## src/tca_consts.vh

```
// Constants for the transmit clock align and configuration port block.
// Assumes inclusion by bare name from files under src/.
`ifndef TCA_CONSTS_VH
`define TCA_CONSTS_VH

`define TCA_AXI_AW 8
`define TCA_REG_STATUS 8'h00
`define TCA_REG_MASK 8'h04
`define TCA_REG_STATE 8'h08
`define TCA_REG_LATCH 8'h0C

`define TCA_RESP_OKAY 2'h0
`define TCA_RESP_SLVERR 2'h2

`define TCA_CFG_ADDR_CLK 3'h0
`define TCA_LATCH_RST 4'h5
`define TCA_LB_SRC_SEL 0
`define TCA_LB_RATE_DBL 1
`define TCA_LB_RECENTER 2
`define TCA_LB_HALF_RATE 3

`define TCA_EV_ERR_SET 0
`define TCA_EV_ALIGNED 1
`define TCA_EV_CFG_WR 2
`define TCA_EV_W 3

`define TCA_RANGE_LOW 2'h0
`define TCA_RANGE_MID 2'h1
`define TCA_RANGE_HIGH 2'h2
`define TCA_RANGE_OH_LOW 3'h1
`define TCA_RANGE_OH_MID 3'h2
`define TCA_RANGE_OH_HIGH 3'h4

`define TCA_BUF_DEPTH 4
`define TCA_BUF_PW 3
`define TCA_BUF_CENTRE 3'h2
`define TCA_CHAR_W 10
`define TCA_HP_W 8
`define TCA_HP_MAX 8'hFF

`endif

```

## src/tca_align_buf.v

```verilog
// Phase-align buffer: small pointer buffer between write and read ticks.
// Assumes write and read ticks are single-cycle strobes on clk_i.
`timescale 1ns/100ps
`include "tca_consts.vh"
module tca_align_buf (
  input wire clk_i,
  input wire resetn_i,
  input wire init_i,
  input wire wr_i,
  input wire [`TCA_CHAR_W-1:0] wdata_i,
  input wire rd_i,
  output reg [`TCA_CHAR_W-1:0] rdata_o,
  output reg err_o,
  output wire [`TCA_BUF_PW-1:0] level_o
);
  reg [`TCA_BUF_PW-1:0] wp_q;
  reg [`TCA_BUF_PW-1:0] rp_q;
  reg [`TCA_CHAR_W-1:0] mem_q [0:`TCA_BUF_DEPTH-1];
  wire full_w;
  wire empty_w;
  wire over_w;
  wire under_w;
  genvar gi;

  assign level_o = wp_q - rp_q;
  assign full_w = (level_o == `TCA_BUF_DEPTH);
  assign empty_w = (level_o == {`TCA_BUF_PW{1'b0}});
  assign over_w = wr_i & ~rd_i & full_w;
  assign under_w = rd_i & ~wr_i & empty_w;

  generate
    for (gi = 0; gi < `TCA_BUF_DEPTH; gi = gi + 1) begin : g_ent
      always @(posedge clk_i or negedge resetn_i) begin
        if (!resetn_i) begin
          mem_q[gi] <= {`TCA_CHAR_W{1'b0}};
        end else if (wr_i && (!full_w || rd_i) && (wp_q[1:0] == gi)) begin
          mem_q[gi] <= wdata_i;
        end
      end
    end
  endgenerate

  always @(posedge clk_i or negedge resetn_i) begin
    if (!resetn_i) begin
      wp_q <= `TCA_BUF_CENTRE;
      rp_q <= {`TCA_BUF_PW{1'b0}};
      err_o <= 1'b0;
      rdata_o <= {`TCA_CHAR_W{1'b0}};
    end else if (init_i) begin
      // Re-centre: half-full gives wander room both ways
      wp_q <= `TCA_BUF_CENTRE;
      rp_q <= {`TCA_BUF_PW{1'b0}};
      err_o <= 1'b0;
    end else begin
      // A read in the same tick frees the slot, so a full write still lands
      if (wr_i && (!full_w || rd_i)) begin
        wp_q <= wp_q + 3'h1;
      end
      if (rd_i && !empty_w) begin
        rp_q <= rp_q + 3'h1;
        rdata_o <= mem_q[rp_q[1:0]];
      end
      if (over_w || under_w) begin
        err_o <= 1'b1;
      end
    end
  end
endmodule // tca_align_buf

```

## src/tca_top.v

```verilog
// Transmit clock selection, phase alignment, clock out and config port.
// Assumes clk_i runs far faster than the reference and input clocks;
// pins other than the AXI bus are sampled through two-stage synchronisers.
//
// The implementer's own choices: register access over AXI4-Lite and the address map.
`timescale 1ns/100ps
`include "tca_consts.vh"
module tca_top (
  input wire clk_i,
  input wire resetn_i,
  input wire tx_input_clock_i,
  input wire reference_clock_i,
  input wire [`TCA_CHAR_W-1:0] tx_char_input_i,
  input wire cfg_write_strobe_n_i,
  input wire [2:0] cfg_addr_i,
  input wire [3:0] cfg_data_i,
  input wire [1:0] serial_speed_range_i,
  output reg tx_clock_out_o,
  output reg tx_path_error_o,
  output reg [`TCA_CHAR_W-1:0] char_out_o,
  output reg char_valid_o,
  output reg [2:0] pll_range_o,
  output reg irq_o,
  input wire [`TCA_AXI_AW-1:0] s_axi_awaddr_i,
  input wire s_axi_awvalid_i,
  output reg s_axi_awready_o,
  input wire [31:0] s_axi_wdata_i,
  input wire [3:0] s_axi_wstrb_i,
  input wire s_axi_wvalid_i,
  output reg s_axi_wready_o,
  output reg [1:0] s_axi_bresp_o,
  output reg s_axi_bvalid_o,
  input wire s_axi_bready_i,
  input wire [`TCA_AXI_AW-1:0] s_axi_araddr_i,
  input wire s_axi_arvalid_i,
  output reg s_axi_arready_o,
  output reg [31:0] s_axi_rdata_o,
  output reg [1:0] s_axi_rresp_o,
  output reg s_axi_rvalid_o,
  input wire s_axi_rready_i
);
  // Synchroniser stages
  reg txclk_s1_q;
  reg txclk_s2_q;
  reg txclk_s3_q;
  reg ref_s1_q;
  reg ref_s2_q;
  reg ref_s3_q;
  reg [`TCA_CHAR_W-1:0] txd_s1_q;
  reg [`TCA_CHAR_W-1:0] txd_s2_q;
  reg [`TCA_CHAR_W-1:0] txd_s3_q;
  reg wrn_s1_q;
  reg wrn_s2_q;
  reg wrn_s3_q;
  reg [2:0] addr_s1_q;
  reg [2:0] addr_s2_q;
  reg [2:0] addr_s3_q;
  reg [3:0] data_s1_q;
  reg [3:0] data_s2_q;
  reg [3:0] data_s3_q;
  reg [1:0] spd_s1_q;
  reg [1:0] spd_s2_q;

  reg [3:0] latch_q;
  reg [3:0] latch_d;
  reg init_q;
  reg init_d;
  reg [`TCA_HP_W-1:0] hp_cnt_q;
  reg [`TCA_HP_W-1:0] hp_len_q;
  reg err_prev_q;
  reg rd_tick_q;
  reg [`TCA_EV_W-1:0] status_q;
  reg [`TCA_EV_W-1:0] status_d;
  reg [`TCA_EV_W-1:0] mask_q;

  reg [`TCA_AXI_AW-1:0] awaddr_q;
  reg aw_full_q;
  reg [31:0] wdata_q;
  reg [3:0] wstrb_q;
  reg w_full_q;
  reg [31:0] rdata_d;
  reg rmapped_d;

  wire src_sel_w;
  wire rate_dbl_w;
  wire half_rate_w;
  wire ref_rise_w;
  wire ref_fall_w;
  wire ref_edge_w;
  wire txclk_rise_w;
  wire char_tick_w;
  wire wr_tick_w;
  wire status_tick_w;
  wire cfg_wr_w;
  wire cfg_hit_w;
  wire axi_wr_w;
  wire axi_hit_latch_w;
  wire axi_hit_status_w;
  wire axi_hit_mask_w;
  wire axi_wmapped_w;
  wire [`TCA_CHAR_W-1:0] buf_data_w;
  wire buf_err_w;
  wire [`TCA_BUF_PW-1:0] buf_level_w;
  wire [`TCA_HP_W-1:0] hp_mid_w;
  wire [`TCA_EV_W-1:0] ev_set_w;
  wire [`TCA_EV_W-1:0] ev_clr_w;

  // Every pin input except the AXI bus passes two flops before any logic
  always @(posedge clk_i or negedge resetn_i) begin
    if (!resetn_i) begin
      txclk_s1_q <= 1'b0;
      txclk_s2_q <= 1'b0;
      txclk_s3_q <= 1'b0;
      ref_s1_q <= 1'b0;
      ref_s2_q <= 1'b0;
      ref_s3_q <= 1'b0;
      txd_s1_q <= {`TCA_CHAR_W{1'b0}};
      txd_s2_q <= {`TCA_CHAR_W{1'b0}};
      txd_s3_q <= {`TCA_CHAR_W{1'b0}};
      wrn_s1_q <= 1'b1;
      wrn_s2_q <= 1'b1;
      wrn_s3_q <= 1'b1;
      addr_s1_q <= 3'h0;
      addr_s2_q <= 3'h0;
      addr_s3_q <= 3'h0;
      data_s1_q <= 4'h0;
      data_s2_q <= 4'h0;
      data_s3_q <= 4'h0;
      spd_s1_q <= `TCA_RANGE_LOW;
      spd_s2_q <= `TCA_RANGE_LOW;
    end else begin
      txclk_s1_q <= tx_input_clock_i;
      txclk_s2_q <= txclk_s1_q;
      txclk_s3_q <= txclk_s2_q;
      ref_s1_q <= reference_clock_i;
      ref_s2_q <= ref_s1_q;
      ref_s3_q <= ref_s2_q;
      txd_s1_q <= tx_char_input_i;
      txd_s2_q <= txd_s1_q;
      txd_s3_q <= txd_s2_q;
      wrn_s1_q <= cfg_write_strobe_n_i;
      wrn_s2_q <= wrn_s1_q;
      wrn_s3_q <= wrn_s2_q;
      addr_s1_q <= cfg_addr_i;
      addr_s2_q <= addr_s1_q;
      addr_s3_q <= addr_s2_q;
      data_s1_q <= cfg_data_i;
      data_s2_q <= data_s1_q;
      data_s3_q <= data_s2_q;
      spd_s1_q <= serial_speed_range_i;
      spd_s2_q <= spd_s1_q;
    end
  end

  assign src_sel_w = latch_q[`TCA_LB_SRC_SEL];
  assign rate_dbl_w = latch_q[`TCA_LB_RATE_DBL];
  assign half_rate_w = latch_q[`TCA_LB_HALF_RATE];
  assign ref_rise_w = ref_s2_q & ~ref_s3_q;
  assign ref_fall_w = ~ref_s2_q & ref_s3_q;
  assign ref_edge_w = ref_rise_w | ref_fall_w;
  assign txclk_rise_w = txclk_s2_q & ~txclk_s3_q;
  // Character clock: every reference edge when doubled or half-rate
  assign char_tick_w = ref_rise_w | (ref_fall_w & (rate_dbl_w | half_rate_w));
  // Capture side: reference tick when source select is set, else input clock
  assign wr_tick_w = src_sel_w ? char_tick_w : txclk_rise_w;
  assign status_tick_w = ref_rise_w | (ref_fall_w & half_rate_w);

  // Config strobe: write on its return high, bus held around it
  assign cfg_wr_w = wrn_s2_q & ~wrn_s3_q;
  assign cfg_hit_w = cfg_wr_w & (addr_s3_q == `TCA_CFG_ADDR_CLK);

  assign axi_wr_w = aw_full_q & w_full_q & ~s_axi_bvalid_o;
  assign axi_hit_status_w = (awaddr_q[`TCA_AXI_AW-1:2] == `TCA_REG_STATUS >> 2);
  assign axi_hit_mask_w = (awaddr_q[`TCA_AXI_AW-1:2] == `TCA_REG_MASK >> 2);
  assign axi_hit_latch_w = (awaddr_q[`TCA_AXI_AW-1:2] == `TCA_REG_LATCH >> 2);
  assign axi_wmapped_w = axi_hit_status_w | axi_hit_mask_w | axi_hit_latch_w |
                         (awaddr_q[`TCA_AXI_AW-1:2] == `TCA_REG_STATE >> 2);

  // Latch update; pin port wins over the bus
  always @* begin
    latch_d = latch_q;
    init_d = 1'b0;
    if (cfg_hit_w) begin
      latch_d = data_s3_q;
    end else if (axi_wr_w && axi_hit_latch_w && wstrb_q[0]) begin
      latch_d = wdata_q[3:0];
    end
    if ((cfg_hit_w || (axi_wr_w && axi_hit_latch_w && wstrb_q[0])) &&
        !latch_d[`TCA_LB_RECENTER]) begin
      init_d = 1'b1;
    end
  end

  // Reset acts on this block only; no boundary-scan logic here
  always @(posedge clk_i or negedge resetn_i) begin
    if (!resetn_i) begin
      latch_q <= `TCA_LATCH_RST;
      init_q <= 1'b1;
    end else begin
      latch_q <= latch_d;
      init_q <= init_d;
    end
  end

  tca_align_buf u_buf (
    .clk_i(clk_i),
    .resetn_i(resetn_i),
    .init_i(init_q),
    .wr_i(wr_tick_w),
    .wdata_i(txd_s3_q),
    .rd_i(char_tick_w),
    .rdata_o(buf_data_w),
    .err_o(buf_err_w),
    .level_o(buf_level_w)
  );

  // Half-period measure of the reference for the doubled clock
  assign hp_mid_w = {1'b0, hp_len_q[`TCA_HP_W-1:1]};

  always @(posedge clk_i or negedge resetn_i) begin
    if (!resetn_i) begin
      hp_cnt_q <= {`TCA_HP_W{1'b0}};
      hp_len_q <= {`TCA_HP_W{1'b0}};
      tx_clock_out_o <= 1'b0;
    end else begin
      if (ref_edge_w) begin
        hp_cnt_q <= {`TCA_HP_W{1'b0}};
        hp_len_q <= hp_cnt_q;
      end else if (hp_cnt_q != `TCA_HP_MAX) begin
        hp_cnt_q <= hp_cnt_q + 8'h01;
      end
      if (!rate_dbl_w) begin
        tx_clock_out_o <= ref_s3_q;
      end else if (ref_edge_w) begin
        tx_clock_out_o <= 1'b1;
      end else if (hp_cnt_q == hp_mid_w) begin
        tx_clock_out_o <= 1'b0;
      end
    end
  end

  // Character output and error status
  always @(posedge clk_i or negedge resetn_i) begin
    if (!resetn_i) begin
      tx_path_error_o <= 1'b0;
      char_out_o <= {`TCA_CHAR_W{1'b0}};
      char_valid_o <= 1'b0;
      err_prev_q <= 1'b0;
      rd_tick_q <= 1'b0;
    end else begin
      if (status_tick_w) begin
        tx_path_error_o <= buf_err_w;
      end
      err_prev_q <= tx_path_error_o;
      // Valid lags the read tick two cycles, in step with char_out_o
      rd_tick_q <= char_tick_w;
      char_valid_o <= rd_tick_q & ~tx_path_error_o & ~buf_err_w;
      char_out_o <= buf_data_w;
    end
  end

  // Three-level speed range to one-hot PLL range
  always @(posedge clk_i or negedge resetn_i) begin
    if (!resetn_i) begin
      pll_range_o <= `TCA_RANGE_OH_LOW;
    end else begin
      case (spd_s2_q)
        `TCA_RANGE_LOW: pll_range_o <= `TCA_RANGE_OH_LOW;
        `TCA_RANGE_MID: pll_range_o <= `TCA_RANGE_OH_MID;
        `TCA_RANGE_HIGH: pll_range_o <= `TCA_RANGE_OH_HIGH;
        default: pll_range_o <= `TCA_RANGE_OH_MID;
      endcase
    end
  end

  // Interrupt events; set beats a same-cycle clear
  assign ev_set_w = {cfg_wr_w, err_prev_q & ~tx_path_error_o, ~err_prev_q & tx_path_error_o};
  assign ev_clr_w = (axi_wr_w && axi_hit_status_w && wstrb_q[0]) ?
                    wdata_q[`TCA_EV_W-1:0] : {`TCA_EV_W{1'b0}};

  always @* begin
    status_d = (status_q & ~ev_clr_w) | ev_set_w;
  end

  always @(posedge clk_i or negedge resetn_i) begin
    if (!resetn_i) begin
      status_q <= {`TCA_EV_W{1'b0}};
      mask_q <= {`TCA_EV_W{1'b0}};
      irq_o <= 1'b0;
    end else begin
      status_q <= status_d;
      if (axi_wr_w && axi_hit_mask_w && wstrb_q[0]) begin
        mask_q <= wdata_q[`TCA_EV_W-1:0];
      end
      irq_o <= |(status_q & mask_q);
    end
  end

  // AXI4-Lite write channel: address and data in either order
  always @(posedge clk_i or negedge resetn_i) begin
    if (!resetn_i) begin
      s_axi_awready_o <= 1'b1;
      s_axi_wready_o <= 1'b1;
      s_axi_bvalid_o <= 1'b0;
      s_axi_bresp_o <= `TCA_RESP_OKAY;
      aw_full_q <= 1'b0;
      w_full_q <= 1'b0;
      awaddr_q <= {`TCA_AXI_AW{1'b0}};
      wdata_q <= 32'h00000000;
      wstrb_q <= 4'h0;
    end else begin
      if (s_axi_awvalid_i && s_axi_awready_o) begin
        awaddr_q <= s_axi_awaddr_i;
        aw_full_q <= 1'b1;
        s_axi_awready_o <= 1'b0;
      end
      if (s_axi_wvalid_i && s_axi_wready_o) begin
        wdata_q <= s_axi_wdata_i;
        wstrb_q <= s_axi_wstrb_i;
        w_full_q <= 1'b1;
        s_axi_wready_o <= 1'b0;
      end
      if (axi_wr_w) begin
        aw_full_q <= 1'b0;
        w_full_q <= 1'b0;
        s_axi_bvalid_o <= 1'b1;
        s_axi_bresp_o <= axi_wmapped_w ? `TCA_RESP_OKAY : `TCA_RESP_SLVERR;
      end
      if (s_axi_bvalid_o && s_axi_bready_i) begin
        s_axi_bvalid_o <= 1'b0;
        s_axi_awready_o <= 1'b1;
        s_axi_wready_o <= 1'b1;
      end
    end
  end

  // Read mux
  always @* begin
    rdata_d = 32'h00000000;
    rmapped_d = 1'b1;
    case (s_axi_araddr_i[`TCA_AXI_AW-1:2])
      `TCA_REG_STATUS >> 2: rdata_d[`TCA_EV_W-1:0] = status_q;
      `TCA_REG_MASK >> 2: rdata_d[`TCA_EV_W-1:0] = mask_q;
      `TCA_REG_STATE >> 2: rdata_d[10:0] = {buf_level_w, pll_range_o,
                                            tx_path_error_o, latch_q};
      `TCA_REG_LATCH >> 2: rdata_d[3:0] = latch_q;
      default: rmapped_d = 1'b0;
    endcase
  end

  always @(posedge clk_i or negedge resetn_i) begin
    if (!resetn_i) begin
      s_axi_arready_o <= 1'b1;
      s_axi_rvalid_o <= 1'b0;
      s_axi_rdata_o <= 32'h00000000;
      s_axi_rresp_o <= `TCA_RESP_OKAY;
    end else begin
      if (s_axi_arvalid_i && s_axi_arready_o) begin
        s_axi_arready_o <= 1'b0;
        s_axi_rvalid_o <= 1'b1;
        s_axi_rdata_o <= rdata_d;
        s_axi_rresp_o <= rmapped_d ? `TCA_RESP_OKAY : `TCA_RESP_SLVERR;
      end
      if (s_axi_rvalid_o && s_axi_rready_i) begin
        s_axi_rvalid_o <= 1'b0;
        s_axi_arready_o <= 1'b1;
      end
    end
  end
endmodule // tca_top

```

## config.mk

```make
export PLATFORM = sky130hd
export DESIGN_NAME = tca_top
export DESIGN_NICKNAME = d
export VERILOG_FILES = /design/src/tca_align_buf.v /design/src/tca_top.v
export VERILOG_INCLUDE_DIRS = /design/src /design/src/src
export SDC_FILE = /design/constraint.sdc
export NUM_CORES = 1
export LEC_CHECK = 0
export CAP_MARGIN = 20
export CORE_MARGIN = 2
export CORE_UTILIZATION = 37
export DETAILED_ROUTE_END_ITERATION = 8
export DONT_BUFFER_PORTS = 1
export PLACE_DENSITY = 0.47
export REMOVE_ABC_BUFFERS = 1
export SKIP_LAST_GASP = 1
export SLEW_MARGIN = 20
export SYNTH_ARGS = -nofsm -noshare
export SYNTH_HDL_FRONTEND = slang
export SYNTH_HIERARCHICAL = 1
export SYNTH_SLANG_ARGS = --single-unit
```

## constraint.sdc

```tcl
create_clock -name clk_i -period 4.5 [get_ports clk_i]
set_input_delay 0.45 -clock clk_i [delete_from_list [all_inputs] [get_ports clk_i]]
set_output_delay 0.45 -clock clk_i [all_outputs]
set_load 0.02 [all_outputs]
```

**Word-level counts from Yosys, hierarchy flattened**

Cells that the tools add are included.

- Output and inout bits: 58
- Logic and storage cells: 200
- Input port bits: 81
- Bits in registers: 202

- Magnitude comparators: 1
- Muxes and demuxes: 40
- Bitwise logic cells: 40
- Reduce and logical (&&, ||, !) cells: 45
- Equal/unequal tests: 14
- $add $sub $neg: 4

Operators by type and width:

| kind | number |
|---|---|
| == test 6 x 2 -> 1 bit, second input constant | 4 |
| 2-to-1 mux 1 bit | 23 |
| nonzero test 2 bit | 11 |
| binary-select mux 10 bit (select 2 bit) | 1 |
| 2-to-1 mux 10 bit | 2 |
| logical AND 1 bit | 18 |
| bitwise AND 1 bit | 17 |
| 2-to-1 mux 8 bit | 2 |
| 2-to-1 mux 3 bit | 5 |
| == test 6 x 1 -> 1 bit, second input constant | 2 |
| logical NOT 6 bit | 2 |
| inverter 1 bit | 11 |
| case mux 3 bit (3 select lines) | 1 |
| adder 8 x 1 -> 8 bit, second input constant | 1 |
| == test 8 x 7 -> 1 bit | 1 |
| 2-to-1 mux 4 bit | 2 |
| inequality test 8 bit, second input constant | 1 |
| 2-to-1 mux 7 bit | 1 |
| OR 1 bit | 7 |
| adder 3 x 1 -> 3 bit, second input constant | 2 |
| bitwise AND 3 bit | 2 |
| == test 2 bit, second input constant | 3 |
| logical NOT 3 bit | 2 |
| case mux 3 bit (2 select lines) | 1 |
| 16 further kinds | 22 |

**Depth between registers and ports, before layout**

Gate-level depths: netlist of the first run.

- Depth after elaboration: 11
- Mapped depth: 10
- Mapped depth without buffers: 9

**Modules after synthesis**

Netlist of the first run, hierarchy kept.

By module, submodules not included:

| module | cells each | area each (um2) | times used | seq. area each (um2) |
|---|---|---|---|---|
| tca_top | 332 | 4864.7 | 1 | 3515.9 |
| tca_align_buf | 173 | 2715.1 | 1 | 1427.6 |

**Least setup slack after synthesis of the first run**

No wires, ideal clock.

- Kind: register to register
- Start: register u_buf.wp_q[0]
- End: register u_buf.wp_q[0]
- Setup time: 0.125 ns
- Buffers on the path: 1
- Data arrival time: 2.089 ns
- Period minus slack after synthesis: 2.214 ns
- Path slack: 2.286 ns
- Cell stages (with the launch flop): 8
- Required time: 4.375 ns
- Cells stage by stage: dfrtp_1 inv_1 ha_1 fa_1 and3b_1 buf_4 a21boi_0 mux2_2

- Longest elaborated chain between the ends: 6
- Elaborated cells on any way between the ends: 9
- Those cells by class: add/sub (2); eq/ne (1); mux (2); reduce/logical (4)

RTL lines:

| what | RTL line | text |
|---|---|---|
| start, declared | tca_align_buf.v:16 | `` reg [`TCA_BUF_PW-1:0] wp_q; `` |
| start signal, assigned | tca_align_buf.v:45 | `` wp_q <= `TCA_BUF_CENTRE; `` |
| start signal, assigned | tca_align_buf.v:51 | `` wp_q <= `TCA_BUF_CENTRE; `` |
| start signal, assigned | tca_align_buf.v:57 | `wp_q <= wp_q + 3'h1;` |
| subtractor 3 bit | tca_align_buf.v:25 | `assign level_o = wp_q - rp_q;` |
| == test 3 bit (no source line) | n/a |  |
| logical NOT 1 bit | tca_align_buf.v:56 | `if (wr_i && (!full_w \|\| rd_i)) begin` |
| logical OR 1 bit | tca_align_buf.v:56 |  |
| logical AND 1 bit | tca_align_buf.v:56 |  |
| nonzero test 2 bit (no source line) | n/a |  |

Parallel ways exist; a longest one is shown, timed or not. The select of a mux whose other input is x is not followed.
A chain may end at the register's enable or synchronous reset.

**Worst setup path after layout of the first run**

- Start: register u_buf.rp_q[0]
- End: register u_buf/mem_q[0] (netlist name)

- Longest elaborated chain between the ends: 6

RTL lines:

| what | RTL line | text |
|---|---|---|
| start, declared | tca_align_buf.v:17 | `` reg [`TCA_BUF_PW-1:0] rp_q; `` |
| start signal, assigned | tca_align_buf.v:46 | `` rp_q <= {`TCA_BUF_PW{1'b0}}; `` |
| start signal, assigned | tca_align_buf.v:52 | `` rp_q <= {`TCA_BUF_PW{1'b0}}; `` |
| start signal, assigned | tca_align_buf.v:60 | `rp_q <= rp_q + 3'h1;` |
| subtractor 3 bit | tca_align_buf.v:25 |  |
| == test 3 bit (no source line) | n/a |  |
| logical NOT 1 bit | tca_align_buf.v:36 | `end else if (wr_i && (!full_w \|\| rd_i) && (wp_q[1:0] == gi)) begin` |
| logical OR 1 bit | tca_align_buf.v:36 |  |
| logical AND 1 bit (2 in series) | tca_align_buf.v:36 |  |
| end signal, assigned by index | tca_align_buf.v:35 | `` mem_q[gi] <= {`TCA_CHAR_W{1'b0}}; `` |
| end signal, assigned by index | tca_align_buf.v:37 | `mem_q[gi] <= wdata_i;` |
| end, declared | tca_align_buf.v:18 | `` reg [`TCA_CHAR_W-1:0] mem_q [0:`TCA_BUF_DEPTH-1]; `` |

Every way passes these cells.

==> run metrics, run 1 <==
Clock Power Share 27.6%; R2R setup slack 1.38 ns; syn_area_per_cell 15.0 um^2; largest cells by area after synthesis dfrtp_1 61%, mux2_2 9.1%, dfstp_2 3.8%; count leader, synth dfrtp_1; post-route ant nets 0; switching share of total power between 30% and 40%; Slew HR 41.1%; vias in the first global route approximately 4000; clk_skew 0.0101 ns; Final Cycle Share 69.4%; Util after Layout 41.5%; Critical R2R Capture u_buf/mem_q[0]; crit-path cells ha_1, fa_1, and3b_1, a21oi_4, mux2_2; largest net degree at the start of global routing 198; worst slew pin tran 0.883 ns; FILL cells between 1500 and 2000; violated checks negative hold slack; die footprint about 22000 um^2; crit-path max FO 14; clock latency on the worst-skew pair 0.43 ns; Logic pwr share 22.5%; post-detail-place hpwl 8100 um; CTS buffer count 17; worst min path class primary input to async pin; slowest cell on the critical path dfrtp_1; EDFF count, synth 0; RSZ-0062 raised after global routing no; Power Density 654 nW/um^2; required time of the critical path 4.82 ns; global route overflow 0; Die Wd roughly 150 um; ys flop type dfrtp_1; pre-CTS setup slack ~1.3 ns; PortBufs 0; Yosys cell types 51; Wirelength per Cell around 16 um; cells after synthesis 505; Leak Pwr 3.73 nW; io pins around 140; reg2reg start u_buf/rp_q[0]; top cell type's share of synthesized area 61.4%; Nets 604; asr flop ratio synth 100%; H-tree depth 4; post-synthesis instance area 7580 um^2; share of layout cells above drive strength 1 26.0%; Core ar. 20200 um^2; RePlAce Congestion 0.733; total track usage approximately an eighth; Iter 0 DRT Violations just under 200; Initial Utilization 37.6%; yosys warns 6; Worst IR Drop VDD 272 uV; # clock sinks 197; fmax 320 MHz; CTS Hold Bufs 1; TritonRoute pass-1 iters 5; setup slack after layout 1.38 ns; Final Hold Vio Count 197; NetSw 1.72 mW; CP startpoint kind register; Cell Rows 52; global-route wire length before repair 21500 um; Yosys reg bits 197; Int Pwr 3.75 mW; via/cell ratio 4.70; Worst EP arrival ~3.4 ns; initial antenna violation count 0; Reg clk slew, reported paths 0.08 ns; final wirelength about 13000 um; Antenna Cells 0; number of max-cap violations 0; sequential power share about half; Syn-to-layout area delta 10.5%; Setup CP Type register to register; Total Neg Setup Slack 0 ns; total number of vias between 3000 and 4000; status finished with violations; post-synthesis sequential area ratio about 65%; Final Max Slew Viols 0; Worst Hold Slack -0.294 ns; Final setup viols 0; DRC 0; most instantiated cells after synthesis 186 x dfrtp_1, 61 x mux2_2, 26 x nor2_1; clock root cell clkbuf_16; Max Root-Sink Buffers 2; minimum clock period 3.12 ns; R2R cell count 5; crit end category register; Die Ht 147 um; CTS tree done; critical path's largest stage delay approximately 0.92 ns; post-synth top area cell dfrtp_1
registers in the layout, summed over array words and instances (netlist names), 6 cells and up:
signal	flops
awaddr_q	6
u_buf/mem_q	40
s_axi_rdata_o	11
u_buf/rdata_o	10
txd_s1_q	10
hp_len_q	7
hp_cnt_q	8
char_out_o	10
txd_s3_q	10
txd_s2_q	10
through the flow:
stage / power [mW] / cell area [um^2] / cells / hold slack (ns)
global placement: 3.97 / 7770 / 763 / 0.160
global route: 5.80 / 8370 / 796 / -0.327
floorplan: 3.70 / 7430 / 493 / 0.154
detailed placement: 4.03 / 7770 / 763 / 0.162
CTS: 5.56 / 8370 / 796 / -0.315
finish: 5.47 / 8370 / 796 / -0.294
power by group through the flow:
stage / Combinational (mW) / Sequential [mW] / Clock [mW]
CTS: 1.26 / 2.74 / 1.56
global placement: 1.22 / 2.75 / 0
detailed placement: 1.25 / 2.78 / 0
floorplan: 1.06 / 2.63 / 0
global route: 1.36 / 2.80 / 1.64
finish: 1.23 / 2.73 / 1.51
placed cells by master (no fill, tap or decap), types with 5 or more instances in the layout:
cell type	netlist	final
ha_1	9	9
mux2i_1	10	10
conb_1	1	23
nand2_1	19	19
mux2_2	61	61
dfrtp_1	186	186
inv_1	16	16
inv_6	1	5
clkbuf_16	0	17
a21oi_4	5	5
mux2_4	13	13
nor2_1	26	26
xor2_1	6	6
nand3_1	6	6
nand2b_1	7	7
a21oi_1	12	12
xnor2_1	5	5
o21ai_0	14	14
a22o_1	9	9
dfstp_2	11	11
mux4_2	10	10
per-layer routing:
metal / wire [um] / global-route usage [%]
met5: 0 / 0
met2: 6380 / 20.6
met3: 518 / 3.73
met4: 227 / 5.00
met1: 5820 / 16.3
worst max path at each step:
| stage | startpoint | to | slack [ns] | depth (start not counted) |
|---|---|---|---|---|
| floorplan | u_buf/rp_q[0] | u_buf/mem_q[0] | 1.87 | 5 |
| global placement | u_buf/rp_q[0] | u_buf/mem_q[0] | 1.32 | 5 |
| detailed placement | u_buf/rp_q[0] | u_buf/mem_q[0] | 1.32 | 5 |
| CTS | u_buf/rp_q[0] | u_buf/mem_q[0] | 1.31 | 5 |
| global route | u_buf/rp_q[0] | u_buf/mem_q[0] | 1.17 | 5 |
| finish | u_buf/rp_q[0] | u_buf/mem_q[0] | 1.38 | 5 |
worst max-delay path, delay by kind of cell (launching register included):
family / cells / cell delay [ns]
flops: 1 / 0.92
compound gates: 1 / 0.58
mux: 1 / 0.40
fa+ha+maj: 2 / 0.77
simple gates: 1 / 0.35
final cells by class:
class	count	area [um^2]	share of cell area (%)
inverter	17	68.8	0.822
sequential	197	4940	59.0
timing repair buffer	1	10.0	0.120
tap	270	338	4.03
clock buffer	18	429	5.12
multi-input combinational	279	2420	28.9
clock inverter	14	164	1.96
cell families after synthesis:
group | synth area share (%)
flops | 65.2
simple gates | 6.14
buf+inv | 3.93
mux | 16.2
fa+ha+maj | 1.75
compound gates | 5.10
xor+xnor | 1.58
other cells | 0.0495
timing repair:
action / in CTS / in global routing
resized for setup: 0 / 0
buffers inserted: 0 / 0
endpoints found under the hold margin: 198 / 197
Note: power is estimated with default switching activity, not from simulation.
==> inputs of run 2 (changes only) <==
--- a/config.mk
+++ b/config.mk
@@ -6,12 +6,13 @@
 export SDC_FILE = /design/constraint.sdc
 export NUM_CORES = 1
 export LEC_CHECK = 0
+export ABC_AREA = 1
 export CAP_MARGIN = 20
 export CORE_MARGIN = 2
 export CORE_UTILIZATION = 37
 export DETAILED_ROUTE_END_ITERATION = 8
 export DONT_BUFFER_PORTS = 1
-export PLACE_DENSITY = 0.47
+export PLACE_DENSITY = 0.49
 export REMOVE_ABC_BUFFERS = 1
 export SKIP_LAST_GASP = 1
 export SLEW_MARGIN = 20
==> constraint.sdc (replaced) <==
create_clock -name clk_i -period 2.5 [get_ports clk_i]
set_input_delay 0.25 -clock clk_i [delete_from_list [all_inputs] [get_ports clk_i]]
set_output_delay 0.25 -clock clk_i [all_outputs]
set_load 0.02 [all_outputs]
==> run 2 against run 1 <==
Effect of this change: the flow still finishes with violations (negative hold slack); clock power is 72% higher; power is 81% higher; critical endpoint is now u_buf/mem_q[7]; setup slack worse by 1.2 ns; core utilization is 1.9 points higher; die area is 5.2% higher; highest routed layer unchanged; largest cell class unchanged; non-clock buffer count is 51 higher; clock skew hardly changed; routed wire length is 21% higher; synthesized cell count is 62% higher; via count is 46% higher; count of clock-buffer cells in the layout is 1 higher; maximum frequency is 35% higher.
==> run metrics, run 2 <==
post-synthesis instance area 7990 um^2 (+5.4%); total number of vias 5471 (+46%); Worst IR Drop VDD 499 uV (+84%); vias in the first global route 5301 (+32%); CTS tree done; worst min path class primary input to async pin; DP Cell Count 1072 (+40%); global route overflow 0 (unchanged); worst slew pin tran 0.741 ns (-0.142 ns); post-route ant nets 0 (unchanged); Worst EP arrival 2.63 ns (-0.81 ns); yosys warns 6 (unchanged); post-detail-place hpwl 10000 um (+24%); Die Ht 151 um (+2.6%); final wirelength 15600 um (+21%); Yosys cell types 38 (-25%); critical path's largest stage delay 0.52 ns (-0.40 ns); FILL cells 2043 (+9.5%); Logic pwr share 27.1% (+4.6 points); Setup crit start u_buf/wp_q[0]; TritonRoute pass-1 iters 5 (unchanged); CP startpoint kind register; Final Power 9.90 mW (+81%); switching share of total power 36.9% (+5.5 points); Slew HR 50.6% (+9.4 points); crit-path max FO 28 (+14); share of layout cells above drive strength 1 8.97% (-17 points); sequential power share 46.7% (-3.2 points); CTS Hold Bufs 41 (+40); H-tree depth 4 (unchanged); slowest cell on the critical path fa_1; PortBufs 0 (unchanged); commonest non-fill, non-tap cells in the layout 268 x nand2_1, 186 x dfrtp_1, 67 x nand4_1, 58 x inv_1, 46 x o21ai_0; count leader, synth nand2_1; die footprint 22800 um^2 (+5.2%); crit-path cells inv_1, ha_1, fa_1, nand2_1, nor2_1, nand2_4, buf_6, nand4_1, nand2_1; minimum clock period 2.32 ns (-0.809 ns); reg2reg start u_buf/wp_q[0]; Worst Hold Slack -0.492 ns (-0.198 ns); most instantiated cells after synthesis 268 x nand2_1, 186 x dfrtp_1, 67 x nand4_1; required time of the critical path 2.81 ns (-2.01 ns); worst path bufs/invs 2 (+2); RSZ-0062 raised after global routing no; Yosys reg bits 197 (unchanged); setup slack after layout 0.185 ns (-1.19 ns); Setup CP Type register to register; asr flop ratio synth 100% (unchanged); largest cells by area after synthesis dfrtp_1 58%, nand2_1 13%, nand4_1 5.2%; Syn-to-layout area delta 14.7%; largest net degree at the start of global routing 198 (unchanged); Max Root-Sink Buffers 2 (unchanged); Core ar. 21100 um^2 (+4.6%); clock latency on the worst-skew pair 0.43 ns (about the same); Util after Layout 43.5% (+1.9 points); Final Hold Vio Count 197 (unchanged); global-route wire length before repair 26800 um (+25%); Cell Rows 53 (+1.9%); cells after synthesis 817 (+62%); status finished with violations; post-synth top area cell dfrtp_1; Largest Register u_buf/mem_q; Final Max Slew Viols 0 (unchanged); Die Wd 151 um (+2.6%); Power Density 1080 nW/um^2 (+65%); DRC 0 (unchanged); post-synthesis sequential area ratio 61.9% (-3.3 points); total track usage 14.9% (+2.1 points); top cell type's share of synthesized area 58.3% (-3.1 points); RePlAce Congestion 0.776 (+5.9%); Iter 0 DRT Violations 414 (+110%); Nets 948 (+57%); Leak Pwr 4.45 nW (+19%); Final setup viols 0 (unchanged); violated checks negative hold slack; # clock sinks 197 (unchanged); Antenna Cells 0 (unchanged); Final Cycle Share 92.6% (+23 points); NetSw 3.65 mW (+110%); initial antenna violation count 0 (unchanged); CTS buffer count 17 (unchanged); ys flop type dfrtp_1; Largest register FFs 40 (unchanged); pre-CTS setup slack 0.136 ns (-1.18 ns); Int Pwr 6.25 mW (+66%); fmax 432 MHz (+35%); Clock Power Share 26.2% (-1.4 points); EDFF count, synth 0 (unchanged); crit end category register; via/cell ratio 4.78 (+1.8%); io pins 139 (unchanged); number of max-cap violations 0 (unchanged); clk_skew 0.00965 ns (-0.000487 ns); setup bufs post-CTS 0 (unchanged); most common cell after layout, fill and taps aside nand2_1; kind of cell adding the most delay to the critical path adder cells; Wirelength per Cell 13.7 um (-16%); syn_area_per_cell 9.78 um^2 (-35%); most used cell, CP nand2_1; largest registers u_buf/mem_q x40, s_axi_rdata_o x11; Post-Layout Cell Count 1145 (+44%); Initial Utilization 37.9% (+0.30 points); Reg clk slew, reported paths 0.08 ns (about the same); clock root cell clkbuf_16
[run 2: cell count changes after synthesis, moves of 10 or more]
cell / change
nand2_1: +249
nand4_1: +63
mux2_2: -61
inv_1: +42
o21ai_0: +32
nand3_1: +19
mux2_4: -13
mux4_2: -10
[run 2: what timing repair did]
item / in CTS / in global routing
hold endpoints to repair: 235 / 197
setup endpoints to repair: 0 / 15
gates resized for setup: 0 / 1
[run 2: cells by family (layout without fill, tap and decap cells)]
logic type      Yosys count  in the layout  share of synthesized area [%]
fa+ha+maj                10             10                           1.66
other cells               1             23                         0.0469
xor+xnor                  4              4                          0.439
mux                       1              1                          0.125
flops                   197            197                           61.9
simple gates            418            418                           24.2
compound gates           72             72                           4.68
buf+inv                 114            145                           6.95
[run 2: cell type report]
type	count	area [um^2]	area share, %
Sequential cell	197	4940	53.9
Multi-Input combinational cell	528	2580	28.2
Inverter	61	229	2.50
Timing Repair Buffer	52	509	5.56
Clock buffer	19	443	4.83
Clock inverter	13	114	1.24
Tap cell	275	344	3.75
[run 2: worst paths after layout]
kind / to / slack (ns) / cells past startpoint
min in group clk_i: wdata_q[3] / 0.03 / 3
max in group asynchronous: u_buf/wp_q[1] / 2.70 / 0
hold / removal: awaddr_q[5] / -0.49 / 0
setup / recovery: u_buf/mem_q[7] / 0.18 / 9
hold reg to reg: txd_s3_q[8] / 0.35 / 0
setup reg to reg: u_buf/mem_q[7] / 0.18 / 9
[run 2: routing by layer]
layer	global-route usage, %	share of wire (%)	routed length (um)
met5	0	0	0
met1	20.8	47	7420
met4	4.25	1.0	163
met2	23.1	47	7380
met3	3.61	4.3	678
[run 2: per-stage QoR]
step	instance area, um^2	setup TNS (ns)
global route	9170	0
global placement	8190	0
finish	9170	0
CTS	9160	0
floorplan	7740	-43.73
detailed placement	8190	0
[run 2: power groups by stage]
stage	Clock, mW	Combinational (mW)	Sequential, mW
6_report	2.59	2.68	4.62
5_1_grt	2.83	3.09	4.73
4_1_cts	2.69	2.71	4.63
3_5_place_dp	0	2.62	4.68
3_3_place_gp	0	2.55	4.66
2_1_floorplan	0	1.90	4.58
